$ cat src/rtl/srm_pkg.sv
/*
 Constants for the sensor register map block: addresses, lock/CRC field
 layout, reset values and the writable-array CRC polynomial.
 Assumes an 8-bit register address space reached by a serial front end.
*/
package srm_pkg;
	localparam logic [7:0] ADDR_DEVICE_LOCK_WR = 8'h0010;
	localparam logic [7:0] ADDR_INIT_CTRL = 8'h0011;
	localparam logic [7:0] ADDR_CFG_FIRST = 8'h0012;
	localparam logic [7:0] ADDR_CFG_LAST = 8'h0017;
	localparam logic [7:0] ADDR_STATUS = 8'h0018;
	localparam logic [7:0] ADDR_OTP_WR_EN = 8'h0019;
	localparam logic [7:0] ADDR_USER_FIRST = 8'h0040;
	localparam logic [7:0] ADDR_USER_LAST = 8'h005e;
	localparam logic [7:0] ADDR_USER_GAP = 8'h004f;
	localparam logic [7:0] ADDR_USER_B2_LOCK_CRC = 8'h005f;
	localparam logic [7:0] ADDR_F_A_LOCK_CRC = 8'h00af;
	localparam logic [7:0] ADDR_F_B_LOCK_CRC = 8'h00bf;
	localparam logic [7:0] ADDR_WAFER_X = 8'h00cc;
	localparam logic [7:0] ADDR_WAFER_Y = 8'h00cd;
	localparam logic [7:0] ADDR_F_C_LOCK_CRC = 8'h00cf;
	localparam logic [7:0] ADDR_WAFER_LOT_LOW = 8'h00d0;
	localparam logic [7:0] ADDR_WAFER_LOT_HIGH = 8'h00d1;
	localparam logic [7:0] ADDR_F_D_LOCK_CRC = 8'h00df;
	localparam logic [7:0] ADDR_F_E_LOCK_CRC = 8'h00ef;
	localparam logic [7:0] ADDR_F_F_LOCK_CRC = 8'h00ff;
	localparam int USER_WORDS = 31;
	localparam int CFG_WORDS = 6;
	localparam int LOCK_BIT = 7;
	localparam int BLKID_HI = 6;
	localparam int BLKID_LO = 4;
	localparam int CRC_HI = 3;
	localparam int CRC_LO = 0;
	localparam logic [2:0] USER_B2_BLOCK_ID = 3'h0;
	localparam logic [7:0] F_A_LOCK_CRC_RST = 8'h0090;
	localparam logic [7:0] F_B_LOCK_CRC_RST = 8'h00a0;
	localparam logic [7:0] F_C_LOCK_CRC_RST = 8'h00b0;
	localparam logic [7:0] F_D_LOCK_CRC_RST = 8'h00d0;
	localparam logic [7:0] F_E_LOCK_CRC_RST = 8'h0000;
	localparam logic [7:0] F_F_LOCK_CRC_RST = 8'h0000;
	localparam logic [7:0] USER_B2_LOCK_CRC_RST = 8'h0000;
	localparam logic [7:0] WAFER_X_DEF = 8'h0000;
	localparam logic [7:0] WAFER_Y_DEF = 8'h0000;
	localparam logic [7:0] WAFER_LOT_LOW_DEF = 8'h0000;
	localparam logic [7:0] WAFER_LOT_HIGH_DEF = 8'h0000;
	localparam logic [7:0] BYTE_ZERO = 8'h0000;
	localparam logic [3:0] CRC_SEED = 4'h0;
	localparam logic [3:0] CRC_POLY = 4'h9;
	localparam logic [7:0] OTP_BURN_USER = 8'h00a5;
	localparam int STAT_CRC_ERR = 0;
	localparam int STAT_INIT = 1;
	localparam int STAT_BURN_REFUSED = 2;
	localparam int STAT_LOCKED = 3;
	localparam int TOTAL_WORDS = USER_WORDS + CFG_WORDS;
	localparam logic [5:0] LAST_IDX = 6'(TOTAL_WORDS - 1);
	typedef enum logic [1:0] {
		SRM_IDLE = 2'b00,
		SRM_SCAN = 2'b01,
		SRM_DONE = 2'b10
	} srm_scan_e;
endpackage

$ cat src/rtl/srm_regmap.sv
/*
 Register map of the pressure sensor user array with lock/CRC registers
 and a continuous CRC check of the writable array.
 Assumes a serial front end (SPI or I2C) that presents one register
 command per req pulse on clk and takes the answer on rsp_valid.
*/
// What this block does
// - User OTP words are readable and writable only while init flag is clear.
// - User OTP words are covered by the user block CRC.
// - Wafer lot number is two read-only bytes, low then high address.
// - Burning a block via OTP write enable also programs its lock/CRC.
// - Lock/CRC register: lock bit 7, block id 6:4, CRC 3:0.
// - Reads of reserved registers or bits answer validly; bits are zero.
// - Writes to reserved registers or bits execute and answer validly.
// - Reads outside the array answer validly with zero data.
// - Writes outside the array change nothing and answer with zero.
// - Writes to read-only registers are dropped, answering present contents.
// - After init flag sets, CRC over the user and configuration words runs continuously.
// - CRC polynomial x^4+x^3+1 from an all-zero seed.
`timescale 1ns/1ps
module srm_regmap
	import srm_pkg::*;
(
	// Clock and reset
	input wire logic clk,
	input wire logic rstn,
	// Register command
	input wire logic req,
	input wire logic req_write,
	input wire logic [7:0] req_addr,
	input wire logic [7:0] req_wdata,
	// Register answer
	output logic rsp_valid,
	output logic [7:0] rsp_rdata,
	// Status
	output logic init_complete_flag,
	output logic crc_error
);
	logic rst_sync1_r, rst_sync2_r;
	logic [7:0] user_word_r [USER_WORDS];
	logic [7:0] cfg_r [CFG_WORDS];
	logic [7:0] device_lock_write_reg_r;
	logic init_r;
	logic [7:0] user_b2_lock_crc_r;
	logic burn_refused_r;
	logic [3:0] crc_acc_r, crc_ref_r;
	logic ref_valid_r;
	logic crc_err_r;
	logic [5:0] scan_idx_r;
	srm_scan_e scan_r;
	logic rsp_valid_r;
	logic [7:0] rsp_rdata_r;
	logic [3:0] user_crc;
	logic [3:0] step_crc;
	logic [7:0] scan_byte;
	logic [7:0] rd_data;
	logic user_hit, cfg_hit, known_ro;
	logic [4:0] user_idx;
	logic [2:0] cfg_idx;
	logic wr_ok;
	logic burn_req;

	always_ff @(posedge clk or negedge rstn) begin
		if (!rstn) begin
			rst_sync1_r <= 1'b0;
			rst_sync2_r <= 1'b0;
		end else begin
			rst_sync1_r <= 1'b1;
			rst_sync2_r <= rst_sync1_r;
		end
	end

	// CRC-4 byte step, MSB first
	function automatic logic [3:0] crc4_byte(input logic [3:0] c,
		input logic [7:0] d);
		logic [3:0] r;
		r = c;
		for (int i = 7; i >= 0; i--) begin
			if (r[3] ^ d[i]) begin
				r = {r[2:0], 1'b0} ^ CRC_POLY;
			end else begin
				r = {r[2:0], 1'b0};
			end
		end
		return r;
	endfunction

	// User block CRC over all user words, from zero seed
	always_comb begin
		user_crc = CRC_SEED;
		for (int i = 0; i < USER_WORDS; i++) begin
			user_crc = crc4_byte(user_crc, user_word_r[i]);
		end
	end

	// Address decode
	always_comb begin
		user_hit = (req_addr >= ADDR_USER_FIRST) &&
			(req_addr <= ADDR_USER_LAST) && (req_addr != ADDR_USER_GAP);
		if (req_addr > ADDR_USER_GAP) begin
			user_idx = 5'(req_addr - ADDR_USER_FIRST - 8'h0001);
		end else begin
			user_idx = 5'(req_addr - ADDR_USER_FIRST);
		end
		cfg_hit = (req_addr >= ADDR_CFG_FIRST) && (req_addr <= ADDR_CFG_LAST);
		cfg_idx = 3'(req_addr - ADDR_CFG_FIRST);
	end

	// Read multiplexer; reserved bits of status read as zero
	always_comb begin
		rd_data = BYTE_ZERO;
		known_ro = 1'b1;
		if (user_hit) begin
			known_ro = 1'b0;
			if (!init_r) begin
				rd_data = user_word_r[user_idx];
			end
		end else if (cfg_hit) begin
			known_ro = 1'b0;
			rd_data = cfg_r[cfg_idx];
		end else begin
			unique case (req_addr)
				ADDR_DEVICE_LOCK_WR: begin
					known_ro = 1'b0;
					rd_data = device_lock_write_reg_r;
				end
				ADDR_INIT_CTRL: begin
					known_ro = 1'b0;
					rd_data = {7'h00, init_r};
				end
				ADDR_OTP_WR_EN: known_ro = 1'b0;
				ADDR_STATUS: rd_data = {4'h0,
					user_b2_lock_crc_r[LOCK_BIT], burn_refused_r,
					init_r, crc_err_r};
				ADDR_USER_B2_LOCK_CRC: rd_data = user_b2_lock_crc_r;
				ADDR_F_A_LOCK_CRC: rd_data = F_A_LOCK_CRC_RST;
				ADDR_F_B_LOCK_CRC: rd_data = F_B_LOCK_CRC_RST;
				ADDR_F_C_LOCK_CRC: rd_data = F_C_LOCK_CRC_RST;
				ADDR_F_D_LOCK_CRC: rd_data = F_D_LOCK_CRC_RST;
				ADDR_F_E_LOCK_CRC: rd_data = F_E_LOCK_CRC_RST;
				ADDR_F_F_LOCK_CRC: rd_data = F_F_LOCK_CRC_RST;
				ADDR_WAFER_X: rd_data = WAFER_X_DEF;
				ADDR_WAFER_Y: rd_data = WAFER_Y_DEF;
				ADDR_WAFER_LOT_LOW: rd_data = WAFER_LOT_LOW_DEF;
				ADDR_WAFER_LOT_HIGH: rd_data = WAFER_LOT_HIGH_DEF;
				default: known_ro = 1'b0;
			endcase
		end
	end

	assign wr_ok = req && req_write && !known_ro;
	assign burn_req = wr_ok && req_addr == ADDR_OTP_WR_EN &&
		req_wdata == OTP_BURN_USER;

	// Answer valid: one cycle after each command
	always_ff @(posedge clk or negedge rst_sync2_r) begin
		if (!rst_sync2_r) begin
			rsp_valid_r <= 1'b0;
		end else begin
			rsp_valid_r <= req;
		end
	end

	// Answer data: zero between answers
	always_ff @(posedge clk or negedge rst_sync2_r) begin
		if (!rst_sync2_r) begin
			rsp_rdata_r <= BYTE_ZERO;
		end else begin
			rsp_rdata_r <= req ? rd_data : BYTE_ZERO;
		end
	end

	// User OTP words, one register per entry; the last entry has no
	// address and stays zero, so it only pads the user block CRC and the array scan
	for (genvar g = 0; g < USER_WORDS; g++) begin : g_user
		always_ff @(posedge clk or negedge rst_sync2_r) begin
			if (!rst_sync2_r) begin
				user_word_r[g] <= BYTE_ZERO;
			end else if (wr_ok && user_hit && user_idx == 5'(g) &&
				!init_r && !user_b2_lock_crc_r[LOCK_BIT]) begin
				user_word_r[g] <= req_wdata;
			end
		end
	end

	// Configuration words, writable and covered by the array CRC
	for (genvar g = 0; g < CFG_WORDS; g++) begin : g_cfg
		always_ff @(posedge clk or negedge rst_sync2_r) begin
			if (!rst_sync2_r) begin
				cfg_r[g] <= BYTE_ZERO;
			end else if (wr_ok && cfg_hit && cfg_idx == 3'(g)) begin
				cfg_r[g] <= req_wdata;
			end
		end
	end

	// Device lock write register, kept out of the array CRC
	always_ff @(posedge clk or negedge rst_sync2_r) begin
		if (!rst_sync2_r) begin
			device_lock_write_reg_r <= BYTE_ZERO;
		end else if (wr_ok && req_addr == ADDR_DEVICE_LOCK_WR) begin
			device_lock_write_reg_r <= req_wdata;
		end
	end

	// Init flag is sticky until reset
	always_ff @(posedge clk or negedge rst_sync2_r) begin
		if (!rst_sync2_r) begin
			init_r <= 1'b0;
		end else if (wr_ok && req_addr == ADDR_INIT_CTRL &&
			req_wdata[0]) begin
			init_r <= 1'b1;
		end
	end

	// Burn of the user block programs its lock/CRC register once
	always_ff @(posedge clk or negedge rst_sync2_r) begin
		if (!rst_sync2_r) begin
			user_b2_lock_crc_r <= USER_B2_LOCK_CRC_RST;
		end else if (burn_req && !init_r &&
			!user_b2_lock_crc_r[LOCK_BIT]) begin
			user_b2_lock_crc_r[LOCK_BIT] <= 1'b1;
			user_b2_lock_crc_r[BLKID_HI:BLKID_LO] <= USER_B2_BLOCK_ID;
			user_b2_lock_crc_r[CRC_HI:CRC_LO] <= user_crc;
		end
	end

	// Refused burn: block already locked or init already complete
	always_ff @(posedge clk or negedge rst_sync2_r) begin
		if (!rst_sync2_r) begin
			burn_refused_r <= 1'b0;
		end else if (burn_req &&
			(user_b2_lock_crc_r[LOCK_BIT] || init_r)) begin
			burn_refused_r <= 1'b1;
		end
	end

	// Scan byte for the writable-array CRC
	always_comb begin
		if (scan_idx_r < 6'(USER_WORDS)) begin
			scan_byte = user_word_r[5'(scan_idx_r)];
		end else begin
			scan_byte = cfg_r[3'(scan_idx_r - 6'(USER_WORDS))];
		end
		step_crc = crc4_byte(crc_acc_r, scan_byte);
	end

	// Continuous CRC scan over writable array, device lock excluded
	always_ff @(posedge clk or negedge rst_sync2_r) begin
		if (!rst_sync2_r) begin
			scan_r <= SRM_IDLE;
			scan_idx_r <= 6'h00;
			crc_acc_r <= CRC_SEED;
			crc_ref_r <= CRC_SEED;
			ref_valid_r <= 1'b0;
		end else begin
			unique case (scan_r)
				SRM_IDLE: begin
					if (init_r) begin
						scan_r <= SRM_SCAN;
					end
					scan_idx_r <= 6'h00;
					crc_acc_r <= CRC_SEED;
				end
				SRM_SCAN: begin
					crc_acc_r <= step_crc;
					if (scan_idx_r == LAST_IDX) begin
						scan_r <= SRM_DONE;
					end else begin
						scan_idx_r <= scan_idx_r + 6'h01;
					end
				end
				SRM_DONE: begin
					if (!ref_valid_r) begin
						crc_ref_r <= crc_acc_r;
						ref_valid_r <= 1'b1;
					end
					scan_idx_r <= 6'h00;
					crc_acc_r <= CRC_SEED;
					scan_r <= SRM_SCAN;
				end
				default: scan_r <= SRM_IDLE;
			endcase
		end
	end

	// Sticky CRC mismatch flag
	always_ff @(posedge clk or negedge rst_sync2_r) begin
		if (!rst_sync2_r) begin
			crc_err_r <= 1'b0;
		end else if (scan_r == SRM_DONE && ref_valid_r &&
			crc_acc_r != crc_ref_r) begin
			crc_err_r <= 1'b1;
		end
	end

	assign rsp_valid = rsp_valid_r;
	assign rsp_rdata = rsp_rdata_r;
	assign init_complete_flag = init_r;
	assign crc_error = crc_err_r;
endmodule

$ cat config.mk
export PLATFORM = sky130hd
export DESIGN_NAME = srm_regmap
export DESIGN_NICKNAME = d
export VERILOG_FILES = /design/src/rtl/srm_pkg.sv /design/src/rtl/srm_regmap.sv
export SDC_FILE = /design/constraint.sdc
export NUM_CORES = 1
export LEC_CHECK = 0
export BUFFER_PORTS_ARGS = -buffer_cell sky130_fd_sc_hd__buf_4
export CAP_MARGIN = 20
export CORE_UTILIZATION = 58
export CTS_CLUSTER_DIAMETER = 200
export DETAILED_ROUTE_END_ITERATION = 16
export PLACE_DENSITY = 0.77
export SYNTH_ARGS = -nofsm -noshare
export SYNTH_HDL_FRONTEND = slang
export SYNTH_SLANG_ARGS = --single-unit
$ cat constraint.sdc
create_clock -name clk -period 9.26 [get_ports clk]
set_input_delay 0.926 -clock clk [delete_from_list [all_inputs] [get_ports clk]]
set_output_delay 0.926 -clock clk [all_outputs]
set_load 0.005 [all_outputs]
==> results by group <==
Synthesis
  • Number of synthesis warnings: 0
  • Post-Syn Instances: about 1700
  • Fraction of synthesis flops using an asynchronous set or reset pin: 100%
  • Net Count, Synth: around 1700
  • Number of synthesized register bits: 340
  • Syn Std Cell Area: about 22000 sq um
  • Post-synthesis cell type count: 55
  • Count of flip-flops with a built-in enable after synthesis: 0
  • Part of the Yosys area used for sequential elements: 38.0%
  • Mean Syn Cell Area: roughly 13 sq um
  • Main flop type after synthesis: sky130_fd_sc_hd__dfrtp_1

Pwr
  • Part of the power in registers: 18.2%
  • Leakage: about 11 nW
  • Clk network pwr share: between 10% and 20%
  • Sw Share: a little over a third
  • Net switching power of the design: roughly 0.0033 W
  • Internal power consumption: slightly below 0.006 W
  • Pwr/cell area: roughly 380 nW/um^2
  • Combinational group share of total power: approximately two thirds
  • Worst vdd ir: ~2200 uV

Flow run
  • Max-cap violations: 0

Clock tree
  • Number of cells upsized or downsized after cts: 0
  • CTS hold repair buffers: 0
  • TritonCTS clock tree: built
  • Post-CTS setup buffer count: 0
  • Num CTS Buffers: 39
  • H-tree level count: 2
  • Number of sinks handled by clock tree synthesis: 340
  • Buffers from clock root to sink, at most: 3
  • Clock latency reported for the late side of the worst-skew pair: roughly 0.57 ns
  • Root Driver: sky130_fd_sc_hd__clkbuf_16
  • CTS clk-pin slew, worst paths: approximately 0.060 ns

Timing
  • Setup TNS: 0 ns
  • Count of endpoints failing setup in the final report: 0
  • Hold Fails Final Rpt: 0
  • Worst clock skew: between 0.02 and 0.025 ns
  • Final critical-path share of the clock period: between 50% and 60%
  • Worst Max-Slew Pin Slew: 1.05 ns
  • Max-slew violation total from the final report: 0
  • Worst slew margin relative to its limit: roughly 29%
  • Fmax achieved: 201 MHz
  • Post-layout minimum cycle time: roughly 5 ns
  • Unrepaired setup endpoints after global routing: no

Setup path
  • Library cell appearing most often on the critical path: sky130_fd_sc_hd__xnor3_1
  • Biggest cell delay along the critical path: 0.59 ns
  • Worst setup EP type: flip-flop
  • Largest delay share family, worst path: XOR/XNOR gates
  • Cell-by-cell listing of the critical path: xor3_1, xnor3_1, xnor3_2, xnor3_1, xor3_2, xnor3_1, xnor3_1, xnor3_2, xnor2_2, xnor2_2, xnor3_1, mux2_2
  • R2r worst-path depth: 12
  • Type of element launching the critical path: flip-flop
  • CP arrival: approximately 5.4 ns
  • Register-to-register setup slack: 4.28 ns
  • Critical R2R Launch: user_word_r[214]
  • Worst Path Max Fanout: 8
  • Worst r2r dst: user_b2_lock_crc_r[3]
  • CP Class: reg2reg
  • Worst setup path start: user_word_r[214]
  • Count of buffer and inverter cells on the critical path: 0
  • Slowest stage cell, crit path: sky130_fd_sc_hd__xor3_2
  • Critical path required time: just under 10 ns

Global route
  • Largest net degree at the start of global routing: 149
  • Global Route Usage Sum: between 30% and 40%
  • Antenna violations before repair: 0
  • First-pass GRT wire length: 103000 microns
  • GRT Residual Overflow: 0
  • Via count of the first global-routing pass: between 15000 and 20000

Run status
  • Status: completed

Drt
  • DRC Markers: 0
  • Final routed wirelength across all metal layers: roughly 69000 microns
  • Drt via density: a little under 7
  • Router iterations before antenna repair: 8
  • Routed wire per std cell: slightly above 30 microns
  • Via Count: between 15000 and 20000
  • Iteration-0 DRC Markers: 1865
  • Antenna-violating nets left: 0

Floorplan
  • Horizontal die dimension: just under 200 microns
  • IO Pins: 31
  • Area of the die: slightly below 40000 sq um
  • Core area: about 38000 sq um
  • Effective utilization at floorplan: between 50% and 60%
  • Chip Height: ~200 microns
  • Standard-cell row count: 71

Layout
  • Final cell area excluding filler cells: 24400 sq um
  • Layout Nets: between 1500 and 2000
  • Filler instances: ~2800
  • Ant diodes: 0
  • Share of post-route cells with drive strength above 1: about a third
  • Synth-to-Final Area Change: 8.73%

Placed design
  • HPWL after detailed placement: a little under 50000 microns
  • Final weighted congestion in routability-driven placement: 1.03
  • Buffers added on ports: 30
  • Post-detailed-placement cell area: ~23000 sq um

Hold path
  • Class of the tightest hold or removal check: in2async
## cell families (layout without fill, tap and decap cells)
kind of cell / after synthesis / count (layout) / share of synthesized area, %
AO/OA/AOI/OAI: 126 / 126 / 3.56
flip-flops: 340 / 340 / 38.0
adder cells (fa/ha/maj): 10 / 10 / 0.558
multiplexers: 506 / 506 / 32.6
other: 1 / 1 / 0.0167
XOR/XNOR: 398 / 398 / 19.0
AND/OR/NAND/NOR: 202 / 202 / 4.36
buffers and inverters: 109 / 124 / 1.84
## power by group through the flow
stage               Sequential, W  Clock [W]  Combinational, W
global placement          0.00170          0           0.00591
global route              0.00169    0.00161           0.00623
finish                    0.00169    0.00152           0.00604
detailed placement        0.00171          0           0.00598
floorplan                 0.00164          0           0.00515
CTS                       0.00168    0.00155           0.00600
## registers in the layout, indices dropped and copies added (netlist names)
register	cells
user_word_r	248
crc_ref_r	4
ref_valid_r	1
cfg_r	48
scan_idx_r	6
rst_sync1_r	1
burn_refused_r	1
rst_sync2_r	1
init_complete_flag	1
crc_error	1
scan_r	2
user_b2_lock_crc_r	5
rsp_rdata	8
device_lock_write_reg_r	8
crc_acc_r	4
rsp_valid	1
## stage by stage
stage          util (%)  instances  hold slack (ns)  total power, W  worst slack (ns)
3_3_place_gp       61.0       2147            0.336         0.00762              4.36
4_1_cts            64.3       2216            0.119         0.00923              4.28
3_5_place_dp       61.0       2147            0.342         0.00769              4.29
6_report           64.4       2218            0.145         0.00925              4.28
5_1_grt            64.4       2218            0.131         0.00953              4.04
2_1_floorplan         -       1692            0.331         0.00679              3.70
## cell usage in the layout, fill, tap and decap left out, drive strengths merged, types with 18 or more instances in the layout
cell,Yosys,layout
mux2,310,310
mux2i,49,49
xnor3,47,47
dfrtp,340,340
nand2,81,81
o21ai,33,33
and2,18,18
mux4,147,147
clkbuf,78,56
xnor2,274,274
a21oi,40,40
nor2,31,31
xor2,73,73
buf,24,48
## cell usage after synthesis (7+ instances only)
library cell                 n  share of area [%]
sky130_fd_sc_hd__dfrtp_1   340                 38
sky130_fd_sc_hd__a211oi_1   15               0.50
sky130_fd_sc_hd__mux4_2    141                 14
sky130_fd_sc_hd__nand3_1    10               0.22
sky130_fd_sc_hd__clkbuf_1   78                1.3
sky130_fd_sc_hd__nand2b_1   12               0.34
sky130_fd_sc_hd__nor3_1     14               0.31
sky130_fd_sc_hd__inv_1       7               0.12
sky130_fd_sc_hd__ha_1       10               0.56
sky130_fd_sc_hd__a21oi_1    40               0.89
sky130_fd_sc_hd__xnor3_1    34                3.4
sky130_fd_sc_hd__mux2_2    310                 16
sky130_fd_sc_hd__xor2_1     73                2.9
sky130_fd_sc_hd__xnor3_4     7               0.82
sky130_fd_sc_hd__xnor2_1   269                 11
sky130_fd_sc_hd__mux2i_1    49                2.2
sky130_fd_sc_hd__o21ai_0    33               0.74
sky130_fd_sc_hd__and2_1     18               0.50
sky130_fd_sc_hd__nor2_1     31               0.52
sky130_fd_sc_hd__nor2b_1    15               0.42
sky130_fd_sc_hd__nand2_1    81                1.4
sky130_fd_sc_hd__buf_1      22               0.37
## how the worst max path moves through the flow
stage                             to  slack, ns  cells after the start
6_report       user_b2_lock_crc_r[3]       4.28                     12
5_1_grt                 crc_acc_r[1]       4.04                     12
4_1_cts        user_b2_lock_crc_r[3]       4.28                     12
3_5_place_dp   user_b2_lock_crc_r[3]       4.29                     12
3_3_place_gp   user_b2_lock_crc_r[3]       4.36                     12
2_1_floorplan         burn_refused_r       3.70                      0
## routing by layer
metal | vias up | wire [microns] | GRT usage, % | part of all wire (%)
met3 | 211 | 7150 | 8.61 | 10
met4 | 0 | 3590 | 16.4 | 5.2
met5 | - | 0 | 0 | 0
li1 | 6188 | - | - | -
met2 | 920 | 31000 | 56.2 | 45
met1 | 7851 | 27300 | 50.2 | 40
## cell type report
class / count / area (sq um) / area share, %
inverter: 7 / 26.3 / 0.108
timing repair buffer: 48 / 390 / 1.60
sequential: 340 / 8520 / 35.0
multi-input combinational: 1243 / 13500 / 55.6
tap: 511 / 639 / 2.62
clock inverter: 13 / 98.8 / 0.406
clock buffer: 56 / 1150 / 4.73
(Power assumes the default switching activity.)
